===== config.mk =====
export PLATFORM = sky130hd
export DESIGN_NAME = efcf_front
export DESIGN_NICKNAME = d
export VERILOG_FILES = /design/src/efcf_pkg.sv /design/src/efcf_sync.sv /design/src/efcf_front.sv
export SDC_FILE = /design/constraint.sdc
export NUM_CORES = 1
export LEC_CHECK = 0
export ABC_AREA = 0
export BUFFER_PORTS_ARGS = -buffer_cell sky130_fd_sc_hd__buf_2
export CORE_UTILIZATION = 50
export DETAILED_ROUTE_END_ITERATION = 6
export GPL_TIMING_DRIVEN = 1
export HOLD_SLACK_MARGIN = 0.05
export PLACE_DENSITY = 0.72
export SLEW_MARGIN = 25
export SYNTH_ARGS = -nofsm -noshare
export SYNTH_HDL_FRONTEND = slang
export SYNTH_SLANG_ARGS = --single-unit
export TNS_END_PERCENT = 50

===== constraint.sdc =====
create_clock -name ref_clk -period 4.3 [get_ports ref_clk]
set_input_delay 0.215 -clock ref_clk [delete_from_list [all_inputs] [get_ports ref_clk]]
set_output_delay 0.215 -clock ref_clk [all_outputs]
set_load 0.005 [all_outputs]

===== src/efcf_pkg.sv =====
// Shared constants, enumerations and carrier structs for the capture front end
package efcf_pkg;

  // ----------------------------------------------------------------
  // Sizes
  // ----------------------------------------------------------------
  localparam int NCH     = 16;          // External data channels
  localparam int GRP_W   = 8;           // Channels per threshold group
  localparam int THR_W   = 8;           // Threshold code, 50 mV steps
  localparam logic [NCH-1:0] ALL_CH  = 16'hFFFF;
  localparam logic [NCH-1:0] NONE_CH = 16'h0000;

  // ----------------------------------------------------------------
  // Maximum qualified clock rates per speed setting, in MHz
  // ----------------------------------------------------------------
  localparam int SLOW_MHZ  = 16;
  localparam int FAST_MHZ  = 20;
  localparam int VFAST_MHZ = 25;

  // ----------------------------------------------------------------
  // Settings
  // ----------------------------------------------------------------
  typedef enum logic [1:0] {
    MODE_EXTEND = 2'h0,
    MODE_STATE  = 2'h1,
    MODE_TIMING = 2'h2,
    MODE_BAD    = 2'h3
  } efcf_mode_t;

  typedef enum logic [1:0] {
    SPD_SLOW  = 2'h0,
    SPD_FAST  = 2'h1,
    SPD_VFAST = 2'h2,
    SPD_BAD   = 2'h3
  } efcf_speed_t;

  typedef enum logic [1:0] {
    CNTQ_OFF   = 2'h0,
    CNTQ_STATE = 2'h1,
    CNTQ_TIME  = 2'h2,
    CNTQ_BAD   = 2'h3
  } efcf_cntq_t;

  typedef enum logic [2:0] {
    CK_OFF  = 3'h0,
    CK_RISE = 3'h1,
    CK_FALL = 3'h2,
    CK_BOTH = 3'h3,
    CK_HIGH = 3'h4,
    CK_LOW  = 3'h5
  } efcf_ckcfg_t;

  typedef enum logic [3:0] {
    FSM_IDLE = 4'h1,
    FSM_ARM  = 4'h2,
    FSM_RUN  = 4'h4,
    FSM_DONE = 4'h8
  } efcf_fsm_t;

  // ----------------------------------------------------------------
  // Trace configuration, latched at trace start
  // ----------------------------------------------------------------
  typedef struct packed {
    efcf_mode_t       mode;
    efcf_speed_t      speed;
    efcf_cntq_t       cntq;
    efcf_ckcfg_t      ck_first;
    efcf_ckcfg_t      ck_second;
    logic [THR_W-1:0] thr_lo;
    logic [THR_W-1:0] thr_hi;
    logic             arm_by_other;
  } efcf_cfg_t;

endpackage


===== src/efcf_sync.sv =====
// Three-stage input synchroniser with second/third stage agreement filter
`timescale 1ns/100ps
`default_nettype none

module efcf_sync #(
  parameter int W = 1
) (
  // Clock and reset
  input  wire logic         ref_clk,
  input  wire logic         rstn,
  // Asynchronous inputs and filtered result
  input  wire logic [W-1:0] async_in,
  output var  logic [W-1:0] sync_out
);

  // Stage values and filtered result kept as one state word
  typedef struct packed {
    logic [W-1:0] s1;
    logic [W-1:0] s2;
    logic [W-1:0] s3;
    logic [W-1:0] q;
  } efcf_sync_st_t;

  efcf_sync_st_t st_r;
  efcf_sync_st_t st_nxt;

  // ----------------------------------------------------------------
  // Chain; stage one feeds only stage two
  // ----------------------------------------------------------------
  always_comb begin
    st_nxt    = st_r;
    st_nxt.s1 = async_in;
    st_nxt.s2 = st_r.s1;
    st_nxt.s3 = st_r.s2;
    // Change counts only once two stages agree; a split keeps the old value
    st_nxt.q  = (st_r.s2 & st_r.s3) | (st_r.q & (st_r.s2 | st_r.s3));
  end

  // State register
  always_ff @(posedge ref_clk or negedge rstn) begin
    if (!rstn) begin
      st_r <= '0;
    end else begin
      st_r <= st_nxt;
    end
  end

  assign sync_out = st_r.q;

endmodule

`default_nettype wire


===== src/efcf_front.sv =====
// Capture front end: modes, labels, qualified clocks, speed checks, arming
//
// Function
// - Sixteen channels; default label covers all.
// - New labels start empty; set bits include.
// - Exactly three modes: extend, state, timing.
// - Extend mode samples with emulation bus state.
// - State mode has own sixteen-bit trace store.
// - Independent modes let analyzers arm each other.
// - Each clock input: rise, fall or both.
// - High/low qualifier gates the other input's edges.
// - Off input neither clocks nor qualifies.
// - Any selected edge of either input samples.
// - Slow: 16 MHz, count qualifier unrestricted.
// - Fast: 20 MHz, count states only.
// - Very fast: 25 MHz, count qualifier off.
// - Two threshold groups: channels 0-7, 8-15.
// - Below threshold reads 0, above reads 1.
`timescale 1ns/100ps
`default_nettype none

module efcf_front #(
  parameter int NLBL  = 4,
  parameter int DEPTH = 8,
  parameter int EMU_W = 32
) (
  // Clock and reset
  input  wire logic                       ref_clk,
  input  wire logic                       rstn,
  // Probe pins: comparator outputs and clock inputs
  input  wire logic [efcf_pkg::NCH-1:0]   chan_above,
  input  wire logic                       first_ext_clock_in,
  input  wire logic                       second_ext_clock_in,
  // Emulation bus state, same clock domain
  input  wire logic                       emu_valid,
  input  wire logic [EMU_W-1:0]           emu_bus,
  // Configuration and control
  input  wire efcf_pkg::efcf_cfg_t        cfg_in,
  input  wire logic                       trace_start,
  input  wire logic                       trace_stop,
  input  wire logic                       lbl_we,
  input  wire logic [$clog2(NLBL)-1:0]    lbl_idx,
  input  wire logic [efcf_pkg::NCH-1:0]   lbl_mask,
  input  wire logic [$clog2(NLBL)-1:0]    trig_lbl,
  input  wire logic [efcf_pkg::NCH-1:0]   trig_pat,
  input  wire logic [$clog2(DEPTH)-1:0]   rd_idx,
  // Cross arming
  input  wire logic                       other_trig_in,
  output var  logic                       arm_other_out,
  // Threshold codes to the comparators
  output var  logic [efcf_pkg::THR_W-1:0] thr_lo_out,
  output var  logic [efcf_pkg::THR_W-1:0] thr_hi_out,
  // Status and data
  output var  efcf_pkg::efcf_fsm_t        fsm_out,
  output var  logic                       cfg_err_out,
  output var  logic                       trig_out,
  output var  logic [NLBL*efcf_pkg::NCH-1:0] lbl_masks_out,
  output var  logic [efcf_pkg::NCH-1:0]   rd_data,
  output var  logic                       comb_valid,
  output var  logic [efcf_pkg::NCH+EMU_W-1:0] comb_data
);

  localparam int AW = $clog2(DEPTH);
  localparam logic [AW:0] LAST = (AW+1)'(DEPTH - 1);

  typedef struct packed {
    efcf_pkg::efcf_fsm_t                   fsm;
    efcf_pkg::efcf_cfg_t                   cfg;
    logic [NLBL-1:0][efcf_pkg::NCH-1:0]    mask;
    logic                                  jp;
    logic                                  kp;
    logic                                  trig;
    logic                                  trigd;
    logic                                  cfg_err;
    logic                                  arm;
    logic [AW:0]                           cnt;
    logic [DEPTH-1:0][efcf_pkg::NCH-1:0]   mem;
    logic [efcf_pkg::NCH-1:0]              rd;
    logic                                  cv;
    logic [efcf_pkg::NCH+EMU_W-1:0]        cd;
  } efcf_st_t;

  efcf_st_t                 st_r;
  efcf_st_t                 st_nxt;
  logic [efcf_pkg::NCH+1:0] pin_s;
  logic [efcf_pkg::NCH-1:0] chan_s;
  logic                     j_s;
  logic                     k_s;
  logic                     tick;
  logic                     store;
  logic                     indep;
  logic                     bad_cfg;
  logic                     hit;

  // ----------------------------------------------------------------
  // Pin synchronisers
  // ----------------------------------------------------------------
  efcf_sync #(.W(efcf_pkg::NCH + 2)) u_sync (
    .ref_clk  (ref_clk),
    .rstn     (rstn),
    .async_in ({second_ext_clock_in, first_ext_clock_in, chan_above}),
    .sync_out (pin_s)
  );

  // Comparator already resolves level: above threshold is 1
  assign chan_s = pin_s[efcf_pkg::NCH-1:0];
  assign j_s    = pin_s[efcf_pkg::NCH];
  assign k_s    = pin_s[efcf_pkg::NCH+1];

  // ----------------------------------------------------------------
  // Clock qualification helpers
  // ----------------------------------------------------------------
  function automatic logic edge_ok(efcf_pkg::efcf_ckcfg_t c, logic now, logic prv);
    unique case (c)
      efcf_pkg::CK_RISE: edge_ok = now & ~prv;
      efcf_pkg::CK_FALL: edge_ok = ~now & prv;
      efcf_pkg::CK_BOTH: edge_ok = now ^ prv;
      default:           edge_ok = 1'b0;
    endcase
  endfunction

  function automatic logic qual_ok(efcf_pkg::efcf_ckcfg_t c, logic lvl);
    unique case (c)
      efcf_pkg::CK_HIGH: qual_ok = lvl;
      efcf_pkg::CK_LOW:  qual_ok = ~lvl;
      default:           qual_ok = 1'b1;
    endcase
  endfunction

  // Qualified sample tick from the latched clock settings
  assign tick = (edge_ok(st_r.cfg.ck_first, j_s, st_r.jp)
                 & qual_ok(st_r.cfg.ck_second, k_s))
              | (edge_ok(st_r.cfg.ck_second, k_s, st_r.kp)
                 & qual_ok(st_r.cfg.ck_first, j_s));

  assign indep = (st_r.cfg.mode == efcf_pkg::MODE_STATE)
               | (st_r.cfg.mode == efcf_pkg::MODE_TIMING);

  // Speed against count qualifier, and illegal codes
  // Slow speed adds no term: every count qualifier use stays legal
  assign bad_cfg = (cfg_in.mode == efcf_pkg::MODE_BAD)
                 | (cfg_in.speed == efcf_pkg::SPD_BAD)
                 | (cfg_in.cntq == efcf_pkg::CNTQ_BAD)
                 | (cfg_in.speed == efcf_pkg::SPD_FAST
                    && cfg_in.cntq == efcf_pkg::CNTQ_TIME)
                 | (cfg_in.speed == efcf_pkg::SPD_VFAST
                    && cfg_in.cntq != efcf_pkg::CNTQ_OFF);

  // Store strobe per mode; timing mode samples every ref clock
  always_comb begin
    unique case (st_r.cfg.mode)
      efcf_pkg::MODE_EXTEND: store = emu_valid;
      efcf_pkg::MODE_STATE:  store = tick;
      efcf_pkg::MODE_TIMING: store = 1'b1;
      default:               store = 1'b0;
    endcase
  end

  assign hit = ((chan_s ^ trig_pat) & st_r.mask[trig_lbl]) == efcf_pkg::NONE_CH;

  // ----------------------------------------------------------------
  // Next state
  // ----------------------------------------------------------------
  always_comb begin
    st_nxt      = st_r;
    st_nxt.trig = 1'b0;
    st_nxt.arm  = 1'b0;
    st_nxt.cv   = 1'b0;
    st_nxt.jp   = j_s;
    st_nxt.kp   = k_s;
    st_nxt.rd   = st_r.mem[rd_idx];
    // Label zero is the fixed all-channel label
    if (lbl_we && lbl_idx != '0) begin
      st_nxt.mask[lbl_idx] = lbl_mask;
    end
    unique case (st_r.fsm)
      efcf_pkg::FSM_IDLE, efcf_pkg::FSM_DONE: begin
        if (trace_start) begin
          if (bad_cfg) begin
            st_nxt.cfg_err = 1'b1;
          end else begin
            // Settings only land here, never mid-trace
            st_nxt.cfg_err = 1'b0;
            st_nxt.cfg     = cfg_in;
            st_nxt.cnt     = '0;
            st_nxt.trigd   = 1'b0;
            st_nxt.fsm     = (cfg_in.arm_by_other && cfg_in.mode != efcf_pkg::MODE_EXTEND)
                           ? efcf_pkg::FSM_ARM : efcf_pkg::FSM_RUN;
          end
        end
      end
      efcf_pkg::FSM_ARM: begin
        if (trace_stop) begin
          st_nxt.fsm = efcf_pkg::FSM_IDLE;
        end else if (other_trig_in) begin
          st_nxt.fsm = efcf_pkg::FSM_RUN;
        end
      end
      efcf_pkg::FSM_RUN: begin
        if (trace_stop) begin
          st_nxt.fsm = efcf_pkg::FSM_DONE;
        end else if (store) begin
          st_nxt.mem[st_r.cnt[AW-1:0]] = chan_s;
          st_nxt.cnt = st_r.cnt + 1'b1;
          if (hit && !st_r.trigd) begin
            st_nxt.trig  = 1'b1;
            st_nxt.trigd = 1'b1;
            st_nxt.arm   = indep;
          end
          if (st_r.cnt == LAST) begin
            st_nxt.fsm = efcf_pkg::FSM_DONE;
          end
        end
        // One combined state: probe bits beside the emulation bus
        if (st_r.cfg.mode == efcf_pkg::MODE_EXTEND && emu_valid) begin
          st_nxt.cv = 1'b1;
          st_nxt.cd = {chan_s, emu_bus};
        end
      end
      default: st_nxt.fsm = efcf_pkg::FSM_IDLE;
    endcase
  end

  // ----------------------------------------------------------------
  // State register
  // ----------------------------------------------------------------
  always_ff @(posedge ref_clk or negedge rstn) begin
    if (!rstn) begin
      st_r          <= '0;
      st_r.fsm      <= efcf_pkg::FSM_IDLE;
      st_r.mask[0]  <= efcf_pkg::ALL_CH;
    end else begin
      st_r <= st_nxt;
    end
  end

  // Outputs straight from the state flops
  assign fsm_out       = st_r.fsm;
  assign cfg_err_out   = st_r.cfg_err;
  assign trig_out      = st_r.trig;
  assign arm_other_out = st_r.arm;
  assign thr_lo_out    = st_r.cfg.thr_lo;
  assign thr_hi_out    = st_r.cfg.thr_hi;
  assign lbl_masks_out = st_r.mask;
  assign rd_data       = st_r.rd;
  assign comb_valid    = st_r.cv;
  assign comb_data     = st_r.cd;

  // ----------------------------------------------------------------
  // Assertions
  // ----------------------------------------------------------------
  property p_lbl0;
    @(posedge ref_clk) disable iff (!rstn) st_r.mask[0] == efcf_pkg::ALL_CH;
  endproperty
  a_lbl0: assert property (p_lbl0) else $error("default label lost a channel");

  property p_lbl_wr;
    @(posedge ref_clk) disable iff (!rstn)
      lbl_we && lbl_idx != '0 |=> st_r.mask[$past(lbl_idx)] == $past(lbl_mask);
  endproperty
  a_lbl_wr: assert property (p_lbl_wr) else $error("label mask not written");

  property p_mode_ok;
    @(posedge ref_clk) disable iff (!rstn)
      st_r.fsm != efcf_pkg::FSM_IDLE |-> st_r.cfg.mode != efcf_pkg::MODE_BAD;
  endproperty
  a_mode_ok: assert property (p_mode_ok) else $error("illegal mode running");

  property p_extend;
    @(posedge ref_clk) disable iff (!rstn)
      st_r.fsm == efcf_pkg::FSM_RUN && st_r.cfg.mode == efcf_pkg::MODE_EXTEND
      && emu_valid && !trace_stop |=> comb_valid && comb_data == $past({chan_s, emu_bus});
  endproperty
  a_extend: assert property (p_extend) else $error("combined state wrong");

  property p_arm;
    @(posedge ref_clk) disable iff (!rstn)
      st_r.fsm == efcf_pkg::FSM_ARM && other_trig_in && !trace_stop
      |=> st_r.fsm == efcf_pkg::FSM_RUN;
  endproperty
  a_arm: assert property (p_arm) else $error("cross arm ignored");

  property p_qual;
    @(posedge ref_clk) disable iff (!rstn)
      st_r.cfg.ck_second == efcf_pkg::CK_HIGH && !k_s |-> !tick;
  endproperty
  a_qual: assert property (p_qual) else $error("edge passed closed qualifier");

  property p_off;
    @(posedge ref_clk) disable iff (!rstn)
      st_r.cfg.ck_first == efcf_pkg::CK_OFF && st_r.cfg.ck_second == efcf_pkg::CK_OFF |-> !tick;
  endproperty
  a_off: assert property (p_off) else $error("tick with both inputs off");

  property p_any_edge;
    @(posedge ref_clk) disable iff (!rstn)
      st_r.cfg.ck_first == efcf_pkg::CK_RISE && st_r.cfg.ck_second == efcf_pkg::CK_FALL
      && !k_s && st_r.kp |-> tick;
  endproperty
  a_any_edge: assert property (p_any_edge) else $error("selected edge missed");

  property p_conflict;
    @(posedge ref_clk) disable iff (!rstn)
      trace_start && (st_r.fsm == efcf_pkg::FSM_IDLE) && cfg_in.speed == efcf_pkg::SPD_VFAST
      && cfg_in.cntq != efcf_pkg::CNTQ_OFF |=> cfg_err_out && st_r.fsm == efcf_pkg::FSM_IDLE;
  endproperty
  a_conflict: assert property (p_conflict) else $error("conflicting start accepted");

  property p_hold_thr;
    @(posedge ref_clk) disable iff (!rstn)
      st_r.fsm == efcf_pkg::FSM_RUN ##1 st_r.fsm == efcf_pkg::FSM_RUN
      |-> $stable(thr_lo_out) && $stable(thr_hi_out);
  endproperty
  a_hold_thr: assert property (p_hold_thr) else $error("threshold moved mid trace");

  c_ext_run:  cover property (@(posedge ref_clk) disable iff (!rstn) comb_valid);
  c_trig:     cover property (@(posedge ref_clk) disable iff (!rstn) trig_out && arm_other_out);
  c_full:     cover property (@(posedge ref_clk) disable iff (!rstn)
                              st_r.fsm == efcf_pkg::FSM_RUN ##1 st_r.fsm == efcf_pkg::FSM_DONE);
  c_err:      cover property (@(posedge ref_clk) disable iff (!rstn) $rose(cfg_err_out));

endmodule

`default_nettype wire


==> results.py <==
metrics = {
    "drt": {
        "maxUsedRoutingLayer": "met5",
        "drt-met1-wl_um": 14210,
        "ant_nets": 0,
        "vias": 9005,
        "met2WireLength_um": 16260,
        "wirelength_um": 33290,
        "wl_met3_um": 2025,
        "drtPass1Iterations": 4,
        "drt_iter0_markers": 362,
        "avgRoutedWirePerCell_um": 19.24,
        "drc": 0,
        "post_drt_via_cell_ratio": 5.205,
    },
    "cells_and_area": {
        "syn_to_final_growth_pct": 17.37,
        "final_common_cell": "dfrtp_1",
        "layout_common_cells": "350 x dfrtp_1, 275 x buf_2, 190 x mux2_2",
        "fin_util_pct": 59.77,
        "drive_above_1_share_pct": 50.19,
        "fin_cells": 1730,
        "final_nets": 1430,
        "finalInstanceArea_um2": 18860,
    },
    "cts": {
        "numCtsBuffers": 40,
        "clkTransAtPathRegs_ns": 0.06,
        "h-tree-depth": 2,
        "clkLatencyLatePin_ns": 0.53,
        "root_buffer": "clkbuf_16",
        "clock_path_buffers": 3,
        "tritoncts": "built",
        "cts.sinks": 367,
    },
    "timing": {
        "fin_worst_skew_ns": 0.02140,
        "whs_ns": 0.1253,
        "slew_violations": 0,
        "post-route-period-util_pct": 77.34,
        "fin_tns_setup_ns": 0,
        "worst_slew_margin_rel_pct": 33.12,
        "rsz0062_at_grt": "false",
        "layout_setup_ws_ns": 0.9743,
        "setup_viol": 0,
        "hold_viol": 0,
        "fmax_ghz": 0.3007,
        "tightest_slew_ns": 1.000,
        "post-route-min-period_ns": 3.326,
    },
    "power": {
        "powerDensity_nw_per_um2": 494.9,
        "combPwrFrac_pct": 16.6,
        "p_int_mw": 6.912,
        "ir_drop_v": 0.0003535,
        "clkPwrFrac_pct": 36.7,
        "p_seq_share_pct": 46.7,
        "swShare_pct": 25.94,
        "power.total_mw": 9.333,
        "leakagePower_nw": 9.482,
        "p_switching_mw": 2.421,
    },
    "global_route": {
        "antenna_found_initial": 2,
        "grt_max_degree": 118,
        "grt_usage_pct": 20.88,
        "first_global_vias": 9769,
        "grt_pass1_wl_um": 53950,
        "grt-ovfl-total": 0,
    },
    "critical_path": {
        "crit_arrival_ns": 3.73,
        "path_class": "flip-flop to flip-flop",
        "cp-start-kind": "flip-flop",
        "critPathMaxFanout": 11,
        "required_ns": 4.70,
        "end_kind": "flip-flop",
    },
    "synthesis": {
        "ys.flop_type": "dfrtp_1",
        "synth_cell_type_count": 46,
        "syn_area_per_cell_um2": 14.66,
        "synth_seq_cells": 367,
        "ys_seq_area_share_pct": 57.28,
        "syn_nets": 1230,
        "synth_cells": 1096,
        "postSynth.asyncResetShare_pct": 100.0,
        "synth-edff-count": 0,
        "syn_area_um2": 16070,
        "ys_warn_count": 0,
    },
    "die": {
        "die_w_um": 181.3,
        "fp.dieH_um": 181.3,
        "core_area_um2": 31560,
        "start_util_pct": 50.92,
        "rows": 65,
        "dieArea_um2": 32860,
        "ios": 277,
    },
    "placement": {
        "pre_cts_slack_ns": 0.9843,
        "io_buffers": 276,
        "postPlaceCellArea_um2": 16590,
        "dpl.hpwl_um": 21360,
        "globalplace.congestion": 0.7905,
        "place_inst": 1562,
    },
    "min_path": {
        "hold_path_class": "input port to flip-flop",
    },
    "outcome": {
        "status": "finished, final reports clean",
    },
    "job": {
        "drv_cap": 0,
    },
}
[layout make-up]
cell class / count / area, um^2
tap: 402 / 503.0
inverter: 10 / 37.54
clock inverter: 17 / 178.9
fill: 2380 / 12690
multi-input combinational: 498 / 5356
clock buffer: 56 / 1152
sequential: 367 / 9205
timing repair buffer: 379 / 2425
antenna: 1 / 2.502
[repair_timing]
item / in CTS / in global routing
setup buffers: 0 / 0
gates resized for setup: 0 / 0
hold buffers: 94 / 0
endpoints found under the hold margin: 237 / 0
[critical path, cell delays in order (launching register included)]
cell and delay, ns:
dfrtp_1 0.43, ha_1 0.28, nand2b_1 0.14, a311oi_1 0.29
nor2b_1 0.16, a211oi_4 0.61, and4_1 0.70, buf_4 0.28
mux2_4 0.31
[per-layer routing]
metal	vias up	GRT usage, %
met1	4636	28.03
met4	2	6.542
li1	4056	-
met5	-	0
met3	59	4.818
met2	252	33.80
[cells by family after synthesis]
| family | count (synthesis) | synth area share [%] |
|---|---|---|
| adders and majority gates | 28 | 1.884 |
| AOI/OAI and AO/OA | 36 | 1.565 |
| xor gates and xnor gates | 19 | 1.036 |
| DFF | 367 | 57.28 |
| and+or+nand+nor | 127 | 4.096 |
| buffers and inverters | 231 | 9.422 |
| muxes | 288 | 24.71 |
[synthesized netlist by cell type, types with 2 or more instances]
| cell type | number | share of area [%] |
|---|---|---|
| mux2_2 | 190 | 13 |
| nand3_4 | 2 | 0.22 |
| o311ai_0 | 2 | 0.11 |
| a21o_1 | 2 | 0.093 |
| or2_2 | 2 | 0.078 |
| nand2_1 | 77 | 1.8 |
| nand3_1 | 5 | 0.16 |
| and3_1 | 3 | 0.12 |
| dfrtp_1 | 350 | 55 |
| inv_1 | 10 | 0.23 |
| nand4b_4 | 2 | 0.30 |
| buf_2 | 5 | 0.16 |
| nor2b_1 | 4 | 0.16 |
| o21ai_0 | 9 | 0.28 |
| xor2_1 | 19 | 1.0 |
| dfstp_2 | 17 | 2.8 |
| buf_6 | 7 | 0.49 |
| a211oi_1 | 2 | 0.093 |
| a31oi_1 | 2 | 0.078 |
| buf_4 | 148 | 6.9 |
| buf_1 | 6 | 0.14 |
| nor2_1 | 12 | 0.28 |
| mux4_2 | 48 | 6.7 |
| nand2b_1 | 5 | 0.19 |
| a21oi_1 | 6 | 0.19 |
| and4_1 | 2 | 0.11 |
| a22oi_1 | 7 | 0.33 |
| buf_12 | 2 | 0.25 |
| or3_1 | 2 | 0.078 |
| clkbuf_1 | 53 | 1.2 |
| mux2_4 | 50 | 4.7 |
| maj3_1 | 19 | 1.2 |
| nand3b_1 | 5 | 0.23 |
| ha_1 | 9 | 0.70 |
[power groups by stage]
stage	combinational, mW	clock [mW]	sequential (mW)
after floorplan	1.38	0	4.28
after global placement	1.46	0	4.39
after detailed placement	1.49	0	4.42
after CTS	1.56	3.52	4.36
after global routing	1.70	3.65	4.44
final	1.55	3.42	4.36
[state kept, by name (all words and copies together) (netlist names)]
register         count
u_sync.sync_out     18
u_sync.st_nxt       36
thr_hi_out           8
fsm_out              4
lbl_masks_out       64
arm_other_out        1
trig_out             1
comb_valid           1
thr_lo_out           8
comb_data           48
rd_data             16
cfg_err_out          1
u_sync.st_r         18
st_r               143
[worst paths after layout]
check	to	cells past startpoint	from	slack (ns)
max in group asynchronous	comb_data[24]	3	rstn	2.75
worst max register to register	st_r[170]	8	u_sync.sync_out[17]	0.97
worst min-delay path	st_r[195]	3	trace_stop	0.13
worst min register to register	u_sync.st_nxt[31]	0	u_sync.st_nxt[49]	0.34
worst max-delay path	st_r[170]	8	u_sync.sync_out[17]	0.97
min in group asynchronous	comb_data[41]	2	rstn	0.38
Note: power is estimated with default switching activity, not from simulation.
